## config.mk

```make
export PLATFORM = sky130hd
export DESIGN_NAME = pbm_ctrl_status
export DESIGN_NICKNAME = d
export VERILOG_FILES = /design/src/logic/pbm_pkg.sv /design/src/logic/pbm_ctrl_status.sv /design/src/logic/pbm_soft_rst.sv
export SDC_FILE = /design/constraint.sdc
export NUM_CORES = 1
export LEC_CHECK = 0
export CAP_MARGIN = 20
export CORE_MARGIN = 3
export CORE_UTILIZATION = 55
export CTS_CLUSTER_DIAMETER = 60
export DETAILED_ROUTE_END_ITERATION = 6
export DONT_BUFFER_PORTS = 1
export PLACE_DENSITY_LB_ADDON = 0.25
export SLEW_MARGIN = 20
export SYNTH_ARGS = -nofsm -noshare
export SYNTH_HDL_FRONTEND = slang
export SYNTH_SLANG_ARGS = --single-unit
```

## constraint.sdc

```tcl
create_clock -name sys_clk -period 4.05 [get_ports sys_clk]
set_input_delay 0.405 -clock sys_clk [delete_from_list [all_inputs] [get_ports sys_clk]]
set_output_delay 0.405 -clock sys_clk [all_outputs]
set_load 0.01 [all_outputs]
```

## src/logic/pbm_pkg.sv

```systemverilog
// Package for the basic mode control and status register pair
package pbm_pkg;

	// ****************************************
	// Register map
	// ****************************************
	localparam logic [7:0] OFF_CTRL     = 8'h80;
	localparam logic [7:0] OFF_STAT     = 8'h84;
	localparam logic [7:0] OFF_IRQ_STAT = 8'hA0;
	localparam logic [7:0] OFF_IRQ_MASK = 8'hA4;

	localparam int REG_W = 16;

	// ****************************************
	// Control field positions
	// ****************************************
	localparam int CB_RESET    = 15;
	localparam int CB_LOOPBACK = 14;
	localparam int CB_SPEED    = 13;
	localparam int CB_AN_EN    = 12;
	localparam int CB_PWR_DOWN = 11;
	localparam int CB_ISOLATE  = 10;
	localparam int CB_AN_RST   = 9;
	localparam int CB_DUPLEX   = 8;
	localparam int CB_COL_TEST = 7;

	// ****************************************
	// Status field positions and fixed value
	// ****************************************
	localparam int SB_AN_DONE = 5;
	localparam logic [15:0] STAT_FIXED = 16'h7849;

	// ****************************************
	// Interrupt event bits
	// ****************************************
	localparam int IRQ_W          = 3;
	localparam int EV_SOFT_DONE   = 0;
	localparam int EV_AN_DONE     = 1;
	localparam int EV_AN_STARTED  = 2;
	localparam logic [2:0] IRQ_MASK_RST = 3'h0;

	// ****************************************
	// Timing
	// ****************************************
	localparam int CLK_NS           = 20;
	localparam int SOFT_RST_NS      = 320;
	localparam int SOFT_RST_CYCLES  = (SOFT_RST_NS + CLK_NS - 1) / CLK_NS;
	localparam int BIT_NS_100       = 10;
	localparam int COL_OFF_BITS     = 4;
	localparam int COL_OFF_MAX_CYC  = COL_OFF_BITS * BIT_NS_100 / CLK_NS;
	localparam int LOOP_DEAD_US     = 500;

	// ****************************************
	// Types
	// ****************************************
	typedef struct packed {
		logic       en;
		logic       er;
		logic [3:0] d;
	} pbm_mii_s;

	typedef struct packed {
		logic speed_100;
		logic an_en;
		logic full_duplex;
	} pbm_mode_s;

	typedef enum logic [1:0] {
		SR_IDLE,
		SR_HOLD,
		SR_RELOAD
	} pbm_sr_e;

	// Strap select to reset mode
	function automatic pbm_mode_s strap_mode(input logic [1:0] sel);
		pbm_mode_s m;
		m = '{speed_100: 1'b0, an_en: 1'b0, full_duplex: 1'b0};
		case (sel)
			2'h0: m = '{speed_100: 1'b0, an_en: 1'b0, full_duplex: 1'b0};
			2'h1: m = '{speed_100: 1'b0, an_en: 1'b0, full_duplex: 1'b1};
			2'h2: m = '{speed_100: 1'b1, an_en: 1'b0, full_duplex: 1'b0};
			default: m = '{speed_100: 1'b1, an_en: 1'b1, full_duplex: 1'b1};
		endcase
		return m;
	endfunction

endpackage

```

## src/logic/pbm_ctrl_status.sv

```systemverilog
// Basic mode control and status registers with MII steering
//
// Notes on behaviour
// - Writing 1 to control bit 15 soft resets; reads 1 until done; restraps.
// - Control bit 14 loops MII transmit data back to MII receive.
// - Without auto-negotiation, control bit 13 selects 100 (1) or 10 Mb/s.
// - Bit 12 enables auto-negotiation; then bits 13 and 8 are ignored.
// - Speed, auto-negotiation enable and duplex reset from strap select.
// - Control bit 11 powers the port down; resets to 0.
// - Control bit 10 isolates port from MII, management still works.
// - Restart bit re-initiates negotiation; ignored while bit 12 is 0.
// - Restart reads 1 until started; early software clear changes nothing.
// - Without auto-negotiation, control bit 8 selects full (1) or half.
// - Collision test: COL follows TXEN within 512 / 4 bit times.
// - Control bits 6:0 are reserved, read 0, not writable.
// - Status reports no T4, but TX and 10BASE-T full and half abilities.
// - Status bits 10:7 read 0; software writes 0.
// - Status bit 6 reads 1: preamble suppression supported.
// - Status bit 5 is 1 once auto-negotiation completed; resets 0.
// - Control and status registers are 16 bits; upper half of the word reads 0.
module pbm_ctrl_status #(
	parameter int SOFT_HOLD = pbm_pkg::SOFT_RST_CYCLES
) (
	// Clock and reset
	input  wire logic                 sys_clk,
	input  wire logic                 sys_rst,
	// Register port
	input  wire logic [7:0]           reg_addr,
	input  wire logic [31:0]          reg_wdata,
	input  wire logic                 reg_wr,
	input  wire logic                 reg_rd,
	output logic      [31:0]          reg_rdata,
	output logic                      irq,
	// Strap configuration
	input  wire logic [1:0]           autoneg_strap_select,
	// Auto-negotiation engine
	input  wire logic                 an_start_ack,
	input  wire logic                 an_complete,
	input  wire logic                 an_speed_100,
	input  wire logic                 an_full_duplex,
	output logic                      an_enable,
	output logic                      an_restart,
	// Port mode
	output logic                      phy_soft_rst,
	output logic                      port_speed_100,
	output logic                      port_full_duplex,
	output logic                      port_power_down,
	// MII side toward the MAC
	input  wire pbm_pkg::pbm_mii_s    mii_tx,
	output pbm_pkg::pbm_mii_s         mii_rx,
	output logic                      mii_col,
	output logic                      mii_crs,
	// Line side toward the transceiver
	output pbm_pkg::pbm_mii_s         line_tx,
	input  wire pbm_pkg::pbm_mii_s    line_rx,
	input  wire logic                 line_col,
	input  wire logic                 line_crs
);

	// ****************************************
	// Decode
	// ****************************************
	function automatic logic hit(input logic [7:0] a, input logic [7:0] off);
		return a == off;
	endfunction

	logic wr_ctrl;
	logic wr_irq_stat;
	logic wr_irq_mask;

	assign wr_ctrl     = reg_wr && hit(reg_addr, pbm_pkg::OFF_CTRL);
	assign wr_irq_stat = reg_wr && hit(reg_addr, pbm_pkg::OFF_IRQ_STAT);
	assign wr_irq_mask = reg_wr && hit(reg_addr, pbm_pkg::OFF_IRQ_MASK);
	// status write ignored
	// No strobe is derived from OFF_STAT, so such writes fall away.

	// ****************************************
	// Soft reset
	// ****************************************
	logic soft_start;
	logic soft_busy;
	logic soft_reload;

	assign soft_start = wr_ctrl && reg_wdata[pbm_pkg::CB_RESET] && !soft_busy;

	pbm_soft_rst #(
		.HOLD_CYCLES (SOFT_HOLD)
	) u_soft_rst (
		.sys_clk (sys_clk),
		.sys_rst (sys_rst),
		.start   (soft_start),
		.busy    (soft_busy),
		.reload  (soft_reload)
	);

	// ****************************************
	// Control fields
	// ****************************************
	logic             loopback;
	logic             power_down;
	logic             isolate;
	logic             col_test;
	logic             an_restart_pend;
	pbm_pkg::pbm_mode_s mode;
	logic             ctrl_wr_ok;

	// Writes during a soft reset are dropped: restrap would undo them anyway
	assign ctrl_wr_ok = wr_ctrl && !soft_busy;

	always_ff @(posedge sys_clk) begin
		if (sys_rst || soft_reload) begin
			mode <= pbm_pkg::strap_mode(autoneg_strap_select);
		end else if (ctrl_wr_ok) begin
			mode.speed_100   <= reg_wdata[pbm_pkg::CB_SPEED];
			mode.an_en       <= reg_wdata[pbm_pkg::CB_AN_EN];
			mode.full_duplex <= reg_wdata[pbm_pkg::CB_DUPLEX];
		end
	end

	always_ff @(posedge sys_clk) begin
		if (sys_rst || soft_reload)
			power_down <= 1'b0;
		else if (ctrl_wr_ok)
			power_down <= reg_wdata[pbm_pkg::CB_PWR_DOWN];
	end

	always_ff @(posedge sys_clk) begin
		if (sys_rst || soft_reload)
			isolate <= 1'b0;
		else if (ctrl_wr_ok)
			isolate <= reg_wdata[pbm_pkg::CB_ISOLATE];
	end

	always_ff @(posedge sys_clk) begin
		if (sys_rst || soft_reload)
			loopback <= 1'b0;
		else if (ctrl_wr_ok)
			loopback <= reg_wdata[pbm_pkg::CB_LOOPBACK];
	end

	always_ff @(posedge sys_clk) begin
		if (sys_rst || soft_reload)
			col_test <= 1'b0;
		else if (ctrl_wr_ok)
			col_test <= reg_wdata[pbm_pkg::CB_COL_TEST];
	end

	// ****************************************
	// Auto-negotiation restart
	// ****************************************
	logic an_en_next;

	assign an_en_next = ctrl_wr_ok ? reg_wdata[pbm_pkg::CB_AN_EN] : mode.an_en;

	// pending until engine acknowledges; a written 0 is ignored
	always_ff @(posedge sys_clk) begin
		if (sys_rst || soft_reload)
			an_restart_pend <= 1'b0;
		else if (ctrl_wr_ok && reg_wdata[pbm_pkg::CB_AN_RST] && an_en_next)
			an_restart_pend <= 1'b1;
		else if (an_start_ack || !mode.an_en)
			an_restart_pend <= 1'b0;
	end

	// ****************************************
	// Effective port mode
	// ****************************************
	logic an_done_q;

	// completion only counts while negotiation is on
	always_ff @(posedge sys_clk) begin
		if (sys_rst || soft_busy)
			an_done_q <= 1'b0;
		else
			an_done_q <= an_complete && mode.an_en && !an_restart_pend;
	end

	always_ff @(posedge sys_clk) begin
		if (sys_rst) begin
			port_speed_100   <= 1'b0;
			port_full_duplex <= 1'b0;
		end else if (mode.an_en) begin
			port_speed_100   <= an_speed_100;
			port_full_duplex <= an_full_duplex;
		end else begin
			port_speed_100   <= mode.speed_100;
			port_full_duplex <= mode.full_duplex;
		end
	end

	always_ff @(posedge sys_clk) begin
		if (sys_rst) begin
			an_enable       <= 1'b0;
			an_restart      <= 1'b0;
			phy_soft_rst    <= 1'b0;
			port_power_down <= 1'b0;
		end else begin
			an_enable       <= mode.an_en && !soft_busy;
			an_restart      <= an_restart_pend && !an_start_ack;
			phy_soft_rst    <= soft_busy;
			port_power_down <= power_down;
		end
	end

	// ****************************************
	// MII steering
	// ****************************************
	logic mii_quiet;
	logic line_quiet;

	// isolation silences the MII outputs here and the line transmit below
	assign mii_quiet  = isolate || power_down || soft_busy;
	assign line_quiet = power_down || soft_busy || loopback;

	always_ff @(posedge sys_clk) begin
		if (sys_rst || mii_quiet) begin
			mii_rx  <= '0;
			mii_crs <= 1'b0;
		end else if (loopback) begin
			mii_rx  <= mii_tx;
			mii_crs <= mii_tx.en;
		end else begin
			mii_rx  <= line_rx;
			mii_crs <= line_crs || mii_tx.en;
		end
	end

	always_ff @(posedge sys_clk) begin
		if (sys_rst || line_quiet || isolate)
			line_tx <= '0;
		else
			line_tx <= mii_tx;
	end

	// test collision mirrors TXEN one cycle later, well inside bounds
	always_ff @(posedge sys_clk) begin
		if (sys_rst || mii_quiet)
			mii_col <= 1'b0;
		else if (col_test)
			mii_col <= mii_tx.en;
		else
			mii_col <= line_col && !loopback && !port_full_duplex
			           && mii_tx.en;
	end

	// ****************************************
	// Interrupts
	// ****************************************
	logic [pbm_pkg::IRQ_W-1:0] irq_stat;
	logic [pbm_pkg::IRQ_W-1:0] irq_mask;
	logic [pbm_pkg::IRQ_W-1:0] irq_ev;
	logic                      an_done_d;

	always_ff @(posedge sys_clk) begin
		if (sys_rst)
			an_done_d <= 1'b0;
		else
			an_done_d <= an_done_q;
	end

	always_comb begin
		irq_ev = '0;
		irq_ev[pbm_pkg::EV_SOFT_DONE]  = soft_reload;
		irq_ev[pbm_pkg::EV_AN_DONE]    = an_done_q && !an_done_d;
		irq_ev[pbm_pkg::EV_AN_STARTED] = an_restart_pend && an_start_ack;
	end

	// Set beats a write-one clear in the same cycle
	always_ff @(posedge sys_clk) begin
		if (sys_rst)
			irq_stat <= '0;
		else if (wr_irq_stat)
			irq_stat <= (irq_stat & ~reg_wdata[pbm_pkg::IRQ_W-1:0]) | irq_ev;
		else
			irq_stat <= irq_stat | irq_ev;
	end

	always_ff @(posedge sys_clk) begin
		if (sys_rst)
			irq_mask <= pbm_pkg::IRQ_MASK_RST;
		else if (wr_irq_mask)
			irq_mask <= reg_wdata[pbm_pkg::IRQ_W-1:0];
	end

	always_ff @(posedge sys_clk) begin
		if (sys_rst)
			irq <= 1'b0;
		else
			irq <= |(irq_stat & irq_mask);
	end

	// ****************************************
	// Read back
	// ****************************************
	logic [15:0] ctrl_view;
	logic [15:0] stat_view;

	always_comb begin
		ctrl_view = '0;
		ctrl_view[pbm_pkg::CB_RESET]    = soft_busy;
		ctrl_view[pbm_pkg::CB_LOOPBACK] = loopback;
		ctrl_view[pbm_pkg::CB_SPEED]    = mode.speed_100;
		ctrl_view[pbm_pkg::CB_AN_EN]    = mode.an_en;
		ctrl_view[pbm_pkg::CB_PWR_DOWN] = power_down;
		ctrl_view[pbm_pkg::CB_ISOLATE]  = isolate;
		ctrl_view[pbm_pkg::CB_AN_RST]   = an_restart_pend;
		ctrl_view[pbm_pkg::CB_DUPLEX]   = mode.full_duplex;
		ctrl_view[pbm_pkg::CB_COL_TEST] = col_test;
	end

	always_comb begin
		stat_view = pbm_pkg::STAT_FIXED;
		stat_view[pbm_pkg::SB_AN_DONE] = an_done_q;
	end

	always_ff @(posedge sys_clk) begin
		if (sys_rst || !reg_rd)
			reg_rdata <= '0;
		else begin
			case (reg_addr)
				pbm_pkg::OFF_CTRL:     reg_rdata <= {16'h0000, ctrl_view};
				pbm_pkg::OFF_STAT:     reg_rdata <= {16'h0000, stat_view};
				pbm_pkg::OFF_IRQ_STAT:
					reg_rdata <= {29'h0000000, irq_stat};
				pbm_pkg::OFF_IRQ_MASK:
					reg_rdata <= {29'h0000000, irq_mask};
				default:               reg_rdata <= '0;
			endcase
		end
	end

endmodule

```

## src/logic/pbm_soft_rst.sv

```systemverilog
// Soft reset sequencer: holds the core in reset, then asks for a restrap
module pbm_soft_rst #(
	parameter int HOLD_CYCLES = pbm_pkg::SOFT_RST_CYCLES
) (
	// Clock and reset
	input  wire logic sys_clk,
	input  wire logic sys_rst,
	// Control
	input  wire logic start,
	output logic      busy,
	output logic      reload
);

	localparam int CW = $clog2(HOLD_CYCLES + 1);

	pbm_pkg::pbm_sr_e state;
	logic [CW-1:0]    cnt;

	always_ff @(posedge sys_clk) begin
		if (sys_rst) begin
			state <= pbm_pkg::SR_IDLE;
			cnt   <= '0;
		end else begin
			case (state)
				pbm_pkg::SR_IDLE: begin
					if (start) begin
						state <= pbm_pkg::SR_HOLD;
						cnt   <= CW'(HOLD_CYCLES - 1);
					end
				end
				pbm_pkg::SR_HOLD: begin
					if (cnt == '0)
						state <= pbm_pkg::SR_RELOAD;
					else
						cnt <= cnt - 1'b1;
				end
				pbm_pkg::SR_RELOAD: state <= pbm_pkg::SR_IDLE;
				default: state <= pbm_pkg::SR_IDLE;
			endcase
		end
	end

	// Busy covers the reload cycle so the reset bit drops with restrap
	always_ff @(posedge sys_clk) begin
		if (sys_rst) begin
			busy   <= 1'b0;
			reload <= 1'b0;
		end else begin
			busy   <= (state == pbm_pkg::SR_IDLE) ? start
			        : (state != pbm_pkg::SR_RELOAD);
			reload <= (state == pbm_pkg::SR_HOLD) && (cnt == '0);
		end
	end

endmodule

```

==> results of run 1 <==
-- synthesized netlist by cell type --
master    number  area [um^2]
nor3b_1        4         30.0
a21boi_0       1         7.51
o31ai_1        1         7.51
dfxtp_1       57         1140
a31oi_1        2         12.5
nand3_2        1         10.0
or2_2          1         6.26
nand2_1       13         48.8
or3b_1         1         8.76
inv_1         12         45.0
and3_1         1         6.26
or3b_4         1         11.3
nor2_4         1         11.3
clkbuf_1       5         18.8
mux2i_1       17          170
a32o_1         1         10.0
ha_1           1         12.5
buf_4         19          143
buf_6          2         22.5
or4_1          1         7.51
nor3_2         1         10.0
nor4_1         1         6.26
nand3_1        2         10.0
nor4b_2        1         15.0
nor4b_1        4         35.0
nor2b_1        5         31.3
mux2_2         1         11.3
and2_1        11         68.8
a311oi_1       1         8.76
nor2_1        25         93.8
a21oi_1        7         35.0
a222oi_1       1         10.0
a41oi_4        1         27.5
nor3_1         4         20.0
nand4_1        2         12.5
o21a_1         6         45.0
a221oi_1       2         17.5
or4_4          1         11.3
and2b_2        1         8.76
edfxtp_1       3         90.1
nand3b_1       2         15.0
xnor2_1        2         17.5
and3b_1        1         8.76
conb_1         1         3.75
-- sequential cells by signal, summed over array words and instances (netlist names), 2 cells and up --
register,count
u_soft_rst.cnt,5
reg_rdata,14
u_soft_rst.state,2
mii_rx,6
irq_mask,3
ctrl_view,3
irq_stat,3
line_tx,6
-- worst max-delay path, delay by kind of cell, from the launching register on --
kind | cells | cell delay (ns)
DFF | 1 | 0.32
and+or+nand+nor | 1 | 0.41
muxes | 1 | 0.36
AOI/OAI and AO/OA | 2 | 0.46
buffers and inverters | 1 | 0.07
adders and majority gates | 1 | 0.17
-- power by group --
| part | internal [uW] | switching, uW | total [uW] |
|---|---|---|---|
| sequential | 610 | 12.9 | 623 |
| clock | 375 | 221 | 596 |
| combinational | 14.5 | 22.0 | 36.5 |
| total | 1000 | 256 | 1260 |
-- routing by layer --
layer | up-vias | wire length (um)
li1 | 738 | -
met1 | 661 | 1810
met2 | 70 | 2040
met3 | 14 | 404
met4 | 0 | 122
met5 | - | 0
-- stage by stage --
| step | hold slack, ns | setup WS, ns | std cells | util, % | cell area [um^2] |
|---|---|---|---|---|---|
| after CTS | 0.120 | 2.13 | 283 | 61.8 | 2510 |
| after detailed placement | 0.465 | 2.01 | 268 | 56.2 | 2280 |
| after global placement | 0.462 | 2.09 | 268 | 56.2 | 2280 |
| after global routing | 0.126 | 2.06 | 283 | 61.8 | 2510 |
| after floorplan | 0.435 | 2.25 | 244 | - | 2400 |
| final | 0.138 | 2.15 | 283 | 61.8 | 2510 |
-- cell families (layout without fill, tap and decap cells) --
family,after synthesis,in the layout
compound gates,23,23
flops,60,60
xor+xnor,2,2
buf+inv,38,27
mux,18,18
other cells,1,17
simple gates,85,85
fa+ha+maj,1,1
-- worst paths after layout --
| check | from | endpoint | slack [ns] | depth (start not counted) |
|---|---|---|---|---|
| worst max-delay path | u_soft_rst.cnt[0]$_SDFFE_PP0P_ | u_soft_rst.cnt[1]$_SDFFE_PP0P_ | 2.15 | 6 |
| worst min-delay path | an_start_ack | an_restart$_SDFF_PP0_ | 0.14 | 1 |
| worst max register to register | u_soft_rst.cnt[0]$_SDFFE_PP0P_ | u_soft_rst.cnt[1]$_SDFFE_PP0P_ | 2.15 | 6 |
| worst min register to register | u_soft_rst.cnt[4]$_SDFFE_PP0P_ | u_soft_rst.state[1]$_SDFFE_PP0P_ | 0.48 | 1 |
-- area by class of cell --
cell class	instances	area, um^2	area share (%)
clock buffers	11	151	6.04
clock inverters	4	72.6	2.90
inverters	12	45.0	1.80
multi-input cells	146	943	37.6
flip-flops and latches	60	1230	49.1
well taps	50	62.6	2.50
==> Flow_metrics.wiki, run 1 <==
{| class="wikitable"
! Metric !! Value
|-
| Category of the most critical setup path || register to register
|-
| Yosys warnings || 0
|-
| Grt total ovfl || 0
|-
| Antenna violations before repair || 0
|-
| Max Buffers Root-to-Sink || 2
|-
| Mapped cell area || 0.00234 mm^2
|-
| Post-synthesis average cell area || 10.3 um^2
|-
| Drt wl/cell || 15.5 um
|-
| I/O pins || 117
|-
| Wire length after detailed routing || 4370 um
|-
| Y dimension of the die || 71.3 um
|-
| Global-route wire length before repair || between 7000 and 8000 um
|-
| First drt pass iteration count || 4
|-
| Met1 Usage GRT || 24.4%
|-
| Part of the cycle the worst path needs || between 40% and 50%
|-
| Clock Skew || around 0.0077 ns
|-
| Routed via count || 1483
|-
| Count of instances resized after the clock tree is built || 0
|-
| Clock latency of the later-clocked register in the worst-skew pair || 0.33 ns
|-
| Largest net degree at the start of global routing || 27
|-
| Area share of xor/xnor cells in the synthesized design || less than 1%
|-
| Flops & latches, synth || 60
|-
| Max Transition Viols Final || 0
|-
| Final setup vio count || 0
|-
| GRT Resource Usage Total || between 15 and 20%
|-
| Required arrival time at the worst endpoint || 4.27 ns
|-
| Top library cells by usage in the layout, fill and taps aside || dfxtp_1 (57), nor2_1 (25), mux2i_1 (17), conb_1 (17), nand2_1 (13)
|-
| Combinational family with the most area after synthesis || simple AND/OR/NAND/NOR gates
|-
| Fin crit period || 1.90 ns
|-
| Sinks on Clock Net || 60
|-
| Mux contribution to synthesized area || 7.74%
|-
| Global-route met3 utilization || 7.43%
|-
| Number of filler cells placed in the layout || 352
|-
| Inserted Clock Buffers || 9
|-
| GRT met2 Usage || 24.9%
|-
| Count of input and output buffers || 0
|-
| Number of buffers added for setup after CTS || 0
|-
| Unique cell type count in the Yosys netlist || 44
|-
| Vias/cell || 5.24
|-
| Starting density of the core || 57.8%
|-
| Detail Placement HPWL || 3130 um
|-
| Global route hottest layer || met2
|-
| Chip width || ~71 um
|-
| Simple-gate share of the synthesized area || about a fifth
|-
| Aggregate negative setup slack || 0 ns
|-
| Standby leakage power || a little under 0.001 uW
|-
| Crit-path cells || inv_1 > ha_1 > or3b_4 > o21a_1 > a41oi_4 > mux2_2
|-
| CTS HTree Levels || 3
|-
| Master cell of the clock root buffer || clkbuf_8
|-
| Total power consumption of the routed design || 1260 uW
|-
| Starting DRC count in detailed routing || 68
|-
| Number of global-route vias before repair || 1416
|-
| Worst VDD drop || 0.000255 V
|-
| TritonCTS clock tree || yes
|-
| Fraction of final layout cells with drive strength greater than 1 || between 10% and 20%
|-
| Path category of the worst min-delay check || input port to register
|-
| Maximum achievable frequency || approximately 530 MHz
|-
| Part of the Yosys area used for sequential elements || a little over half
|-
| Antenna cells || 0
|-
| Crit-path max cell delay || ~0.4 ns
|-
| Synthesized netlist cell count || 228
|-
| Result of the run || complete, no violations
|-
| Share of the synthesized area in compound gates (AO/OA/AOI/OAI) || 7.74%
|-
| Most frequent standard cell in the layout excluding fill and tap cells || dfxtp_1
|-
| Power density relative to cell area || between 500 and 600 mW/mm^2
|-
| Hold violation count in the final report || 0
|-
| Arrival time reported for the critical path endpoint || 2.12 ns
|-
| Post-Synth Adder-Cell Area || less than 1%
|-
| Detail Route Antenna Nets || 0
|-
| Die Outline Area || 0.00508 mm^2
|-
| Area added between synthesis and finish || 6.94%
|-
| Crit. End Element || register
|-
| Clock slew at the register clock pins of the worst setup and hold paths || 0.07 ns
|-
| Tightest slew margin relative to the limit || 62.1%
|-
| Maxcap violations || 0
|-
| Slowest cell on crit path || or3b_4
|-
| Drc violations || 0
|-
| Startpoint kind of the worst setup timing path || register
|-
| Slew @ Worst Pin || 0.563 ns
|-
| CP max FO || 5
|-
| Setup repair after global routing missed its margin || false
|-
| Post-CTS Hold Buffers || 0
|-
| Rows || 23
|-
| Routability congestion estimate || 0.863
|-
| Final Net Count || 294
|-
| Core ar. || 0.00406 mm^2
|}
Power figures use the tool's default switching activity.
==> run 2, diff against run 1 <==
==> constraint.sdc (replaced) <==
create_clock -name sys_clk -period 2 [get_ports sys_clk]
set_input_delay 0.2 -clock sys_clk [delete_from_list [all_inputs] [get_ports sys_clk]]
set_output_delay 0.2 -clock sys_clk [all_outputs]
set_load 0.01 [all_outputs]
==> Flow_metrics.wiki, run 2 (synthesis gave the netlist of run 1 again) <==
{| class="wikitable"
! Metric !! Value
|-
| CP max FO || 4 (-1)
|-
| Routability congestion estimate || 0.866 (+0.36%)
|-
| Required arrival time at the worst endpoint || 2.21 ns (-2.06 ns)
|-
| Clock latency of the later-clocked register in the worst-skew pair || 0.32 ns (about the same)
|-
| Fraction of final layout cells with drive strength greater than 1 || 11.6% (+0.92 points)
|-
| Master cell of the clock root buffer || clkbuf_8
|-
| Category of the most critical setup path || register to register
|-
| Drc violations || 0 (unchanged)
|-
| Largest net degree at the start of global routing || 19 (-30%)
|-
| Global-route wire length before repair || 7260 um (+1.8%)
|-
| Final worst hold slack || 0.0182 ns (-0.120 ns)
|-
| Final setup vio count || 0 (unchanged)
|-
| Post-placement setup slack || 0.152 ns (-1.85 ns)
|-
| Crit. End Element || register
|-
| CTS HTree Levels || 3 (unchanged)
|-
| Area added between synthesis and finish || 11.1%
|-
| Antenna violations before repair || 0 (unchanged)
|-
| Grt total ovfl || 0 (unchanged)
|-
| TritonCTS clock tree || yes
|-
| Routed via count || 1571 (+5.9%)
|-
| Wire length after detailed routing || 4680 um (+7.0%)
|-
| Slowest cell on crit path || or3b_4
|-
| Utilization after layout || 64.1% (+2.4 points)
|-
| Crit-path max cell delay || 0.40 ns (about the same)
|-
| Startpoint kind of the worst setup timing path || register
|-
| Cell total after placement || 272 (+1.5%)
|-
| Clock Skew || 0.00530 ns (-0.00242 ns)
|-
| Number of global-route vias before repair || 1507 (+6.4%)
|-
| Inserted Clock Buffers || 9 (unchanged)
|-
| Clock slew at the register clock pins of the worst setup and hold paths || 0.07 ns (about the same)
|-
| Tightest slew margin relative to the limit || 50.1% (-12 points)
|-
| Y dimension of the die || 71.3 um (unchanged)
|-
| Max Transition Viols Final || 0 (unchanged)
|-
| Chip width || 71.3 um (unchanged)
|-
| Rows || 23 (unchanged)
|-
| Hold violation count in the final report || 0 (unchanged)
|-
| Post-layout worst setup margin || 0.143 ns (-2.00 ns)
|-
| Die Outline Area || 0.00508 mm^2 (unchanged)
|-
| Crit-path cells || inv_1 > ha_1 > or3b_4 > o21a_1 > a41oi_4 > mux2_2
|-
| Detail Placement HPWL || 3140 um (+0.34%)
|-
| I/O pins || 117 (unchanged)
|-
| Aggregate negative setup slack || 0 ns (unchanged)
|-
| Starting DRC count in detailed routing || 125 (+84%)
|-
| Core ar. || 0.00406 mm^2 (unchanged)
|-
| Arrival time reported for the critical path endpoint || 2.07 ns (-0.05 ns)
|-
| Vias/cell || 5.25 (+0.27%)
|-
| Part of the cycle the worst path needs || 92.9% (+46 points)
|-
| Maximum achievable frequency || 538 MHz (+2.5%)
|-
| Drt wl/cell || 15.6 um (+1.2%)
|-
| Standby leakage power || 0.00103 uW (+4.5%)
|-
| GRT Resource Usage Total || 18.7% (+0.29 points)
|-
| Most frequent standard cell in the layout excluding fill and tap cells || dfxtp_1
|-
| Max Buffers Root-to-Sink || 2 (unchanged)
|-
| Flip-flop count of the largest register after layout || 14 (unchanged)
|-
| Worst VDD drop || 0.000442 V (+74%)
|-
| Maxcap violations || 0 (unchanged)
|-
| Starting density of the core || 57.8% (unchanged)
|-
| Power density relative to cell area || 890 mW/mm^2 (+78%)
|-
| Path category of the worst min-delay check || input port to register
|-
| Top library cells by usage in the layout, fill and taps aside || dfxtp_1 (57), nor2_1 (25), mux2i_1 (17), conb_1 (17), nand2_1 (13)
|-
| Sinks on Clock Net || 60 (unchanged)
|-
| Slew @ Worst Pin || 0.746 ns (+0.183 ns)
|-
| Register ranked first by flip-flop count || reg_rdata
|-
| Final cell count without fillers || 299 (+5.7%)
|-
| Setup repair after global routing missed its margin || false
|-
| Result of the run || complete, no violations
|-
| Detail Route Antenna Nets || 0 (unchanged)
|-
| First drt pass iteration count || 4 (unchanged)
|-
| Final Net Count || 309 (+5.1%)
|-
| Fin crit period || 1.86 ns (-0.0460 ns)
|-
| Count of input and output buffers || 0 (unchanged)
|-
| Largest registers || reg_rdata: 14 flops, line_tx: 6 flops, mii_rx: 6 flops
|-
| Antenna cells || 0 (unchanged)
|}
run 2: path summary, 6_finish.rpt:
kind | startpoint | end | slack, ns | depth (start not counted)
setup / recovery | u_soft_rst.cnt[0]$_SDFFE_PP0P_ | u_soft_rst.cnt[1]$_SDFFE_PP0P_ | 0.14 | 6
hold / removal | mii_tx[5] | line_tx[5]$_SDFF_PP0_ | 0.02 | 2
setup reg to reg | u_soft_rst.cnt[0]$_SDFFE_PP0P_ | u_soft_rst.cnt[1]$_SDFFE_PP0P_ | 0.14 | 6
hold reg to reg | u_soft_rst.cnt[4]$_SDFFE_PP0P_ | u_soft_rst.reload$_SDFF_PP0_ | 0.47 | 1
run 2: power by group:
| part | internal [uW] | leakage, uW | switching, uW | total [uW] |
|---|---|---|---|---|
| Sequential | 1240 | 0.000493 | 25.3 | 1260 |
| Combinational | 43.0 | 0.000453 | 55.3 | 98.3 |
| Clock | 513 | 0.0000884 | 443 | 956 |
run 2: worst max-delay path, delay by kind of cell, from the launching register on:
family	cells	cell delay [ns]
AO/OA/AOI/OAI	2	0.43
AND/OR/NAND/NOR	1	0.40
multiplexers	1	0.35
flip-flops	1	0.32
adder cells (fa/ha/maj)	1	0.17
buffers and inverters	1	0.07
run 2: through the flow:
stage	area, um^2	total power (uW)
detailed placement	2310	1360
floorplan	2400	1390
global route	2600	2410
CTS	2600	2340
global placement	2310	1360
finish	2600	2320
run 2: routing by layer:
layer / vias to the layer above / GRT usage, % / routed length, um
li1: 769 / - / -
met1: 717 / 22.7 / 1880
met2: 74 / 29.0 / 2260
met3: 11 / 6.45 / 433
met4: 0 / 10.9 / 111
met5: - / 0 / 0
run 2: cell type report:
type	count	area [um^2]
clock buffers	12	155
flip-flops and latches	60	1230
repair buffers	15	140
inverters	12	45.0
multi-input cells	146	943
fillers	339	1460
well taps	50	62.6
clock inverters	4	25.0
run 2: what timing repair did:
action	4_1_cts	5_1_grt
endpoints found under the hold margin	31	0
hold buffers	11	0
resized for setup	0	0
buffers inserted	0	0
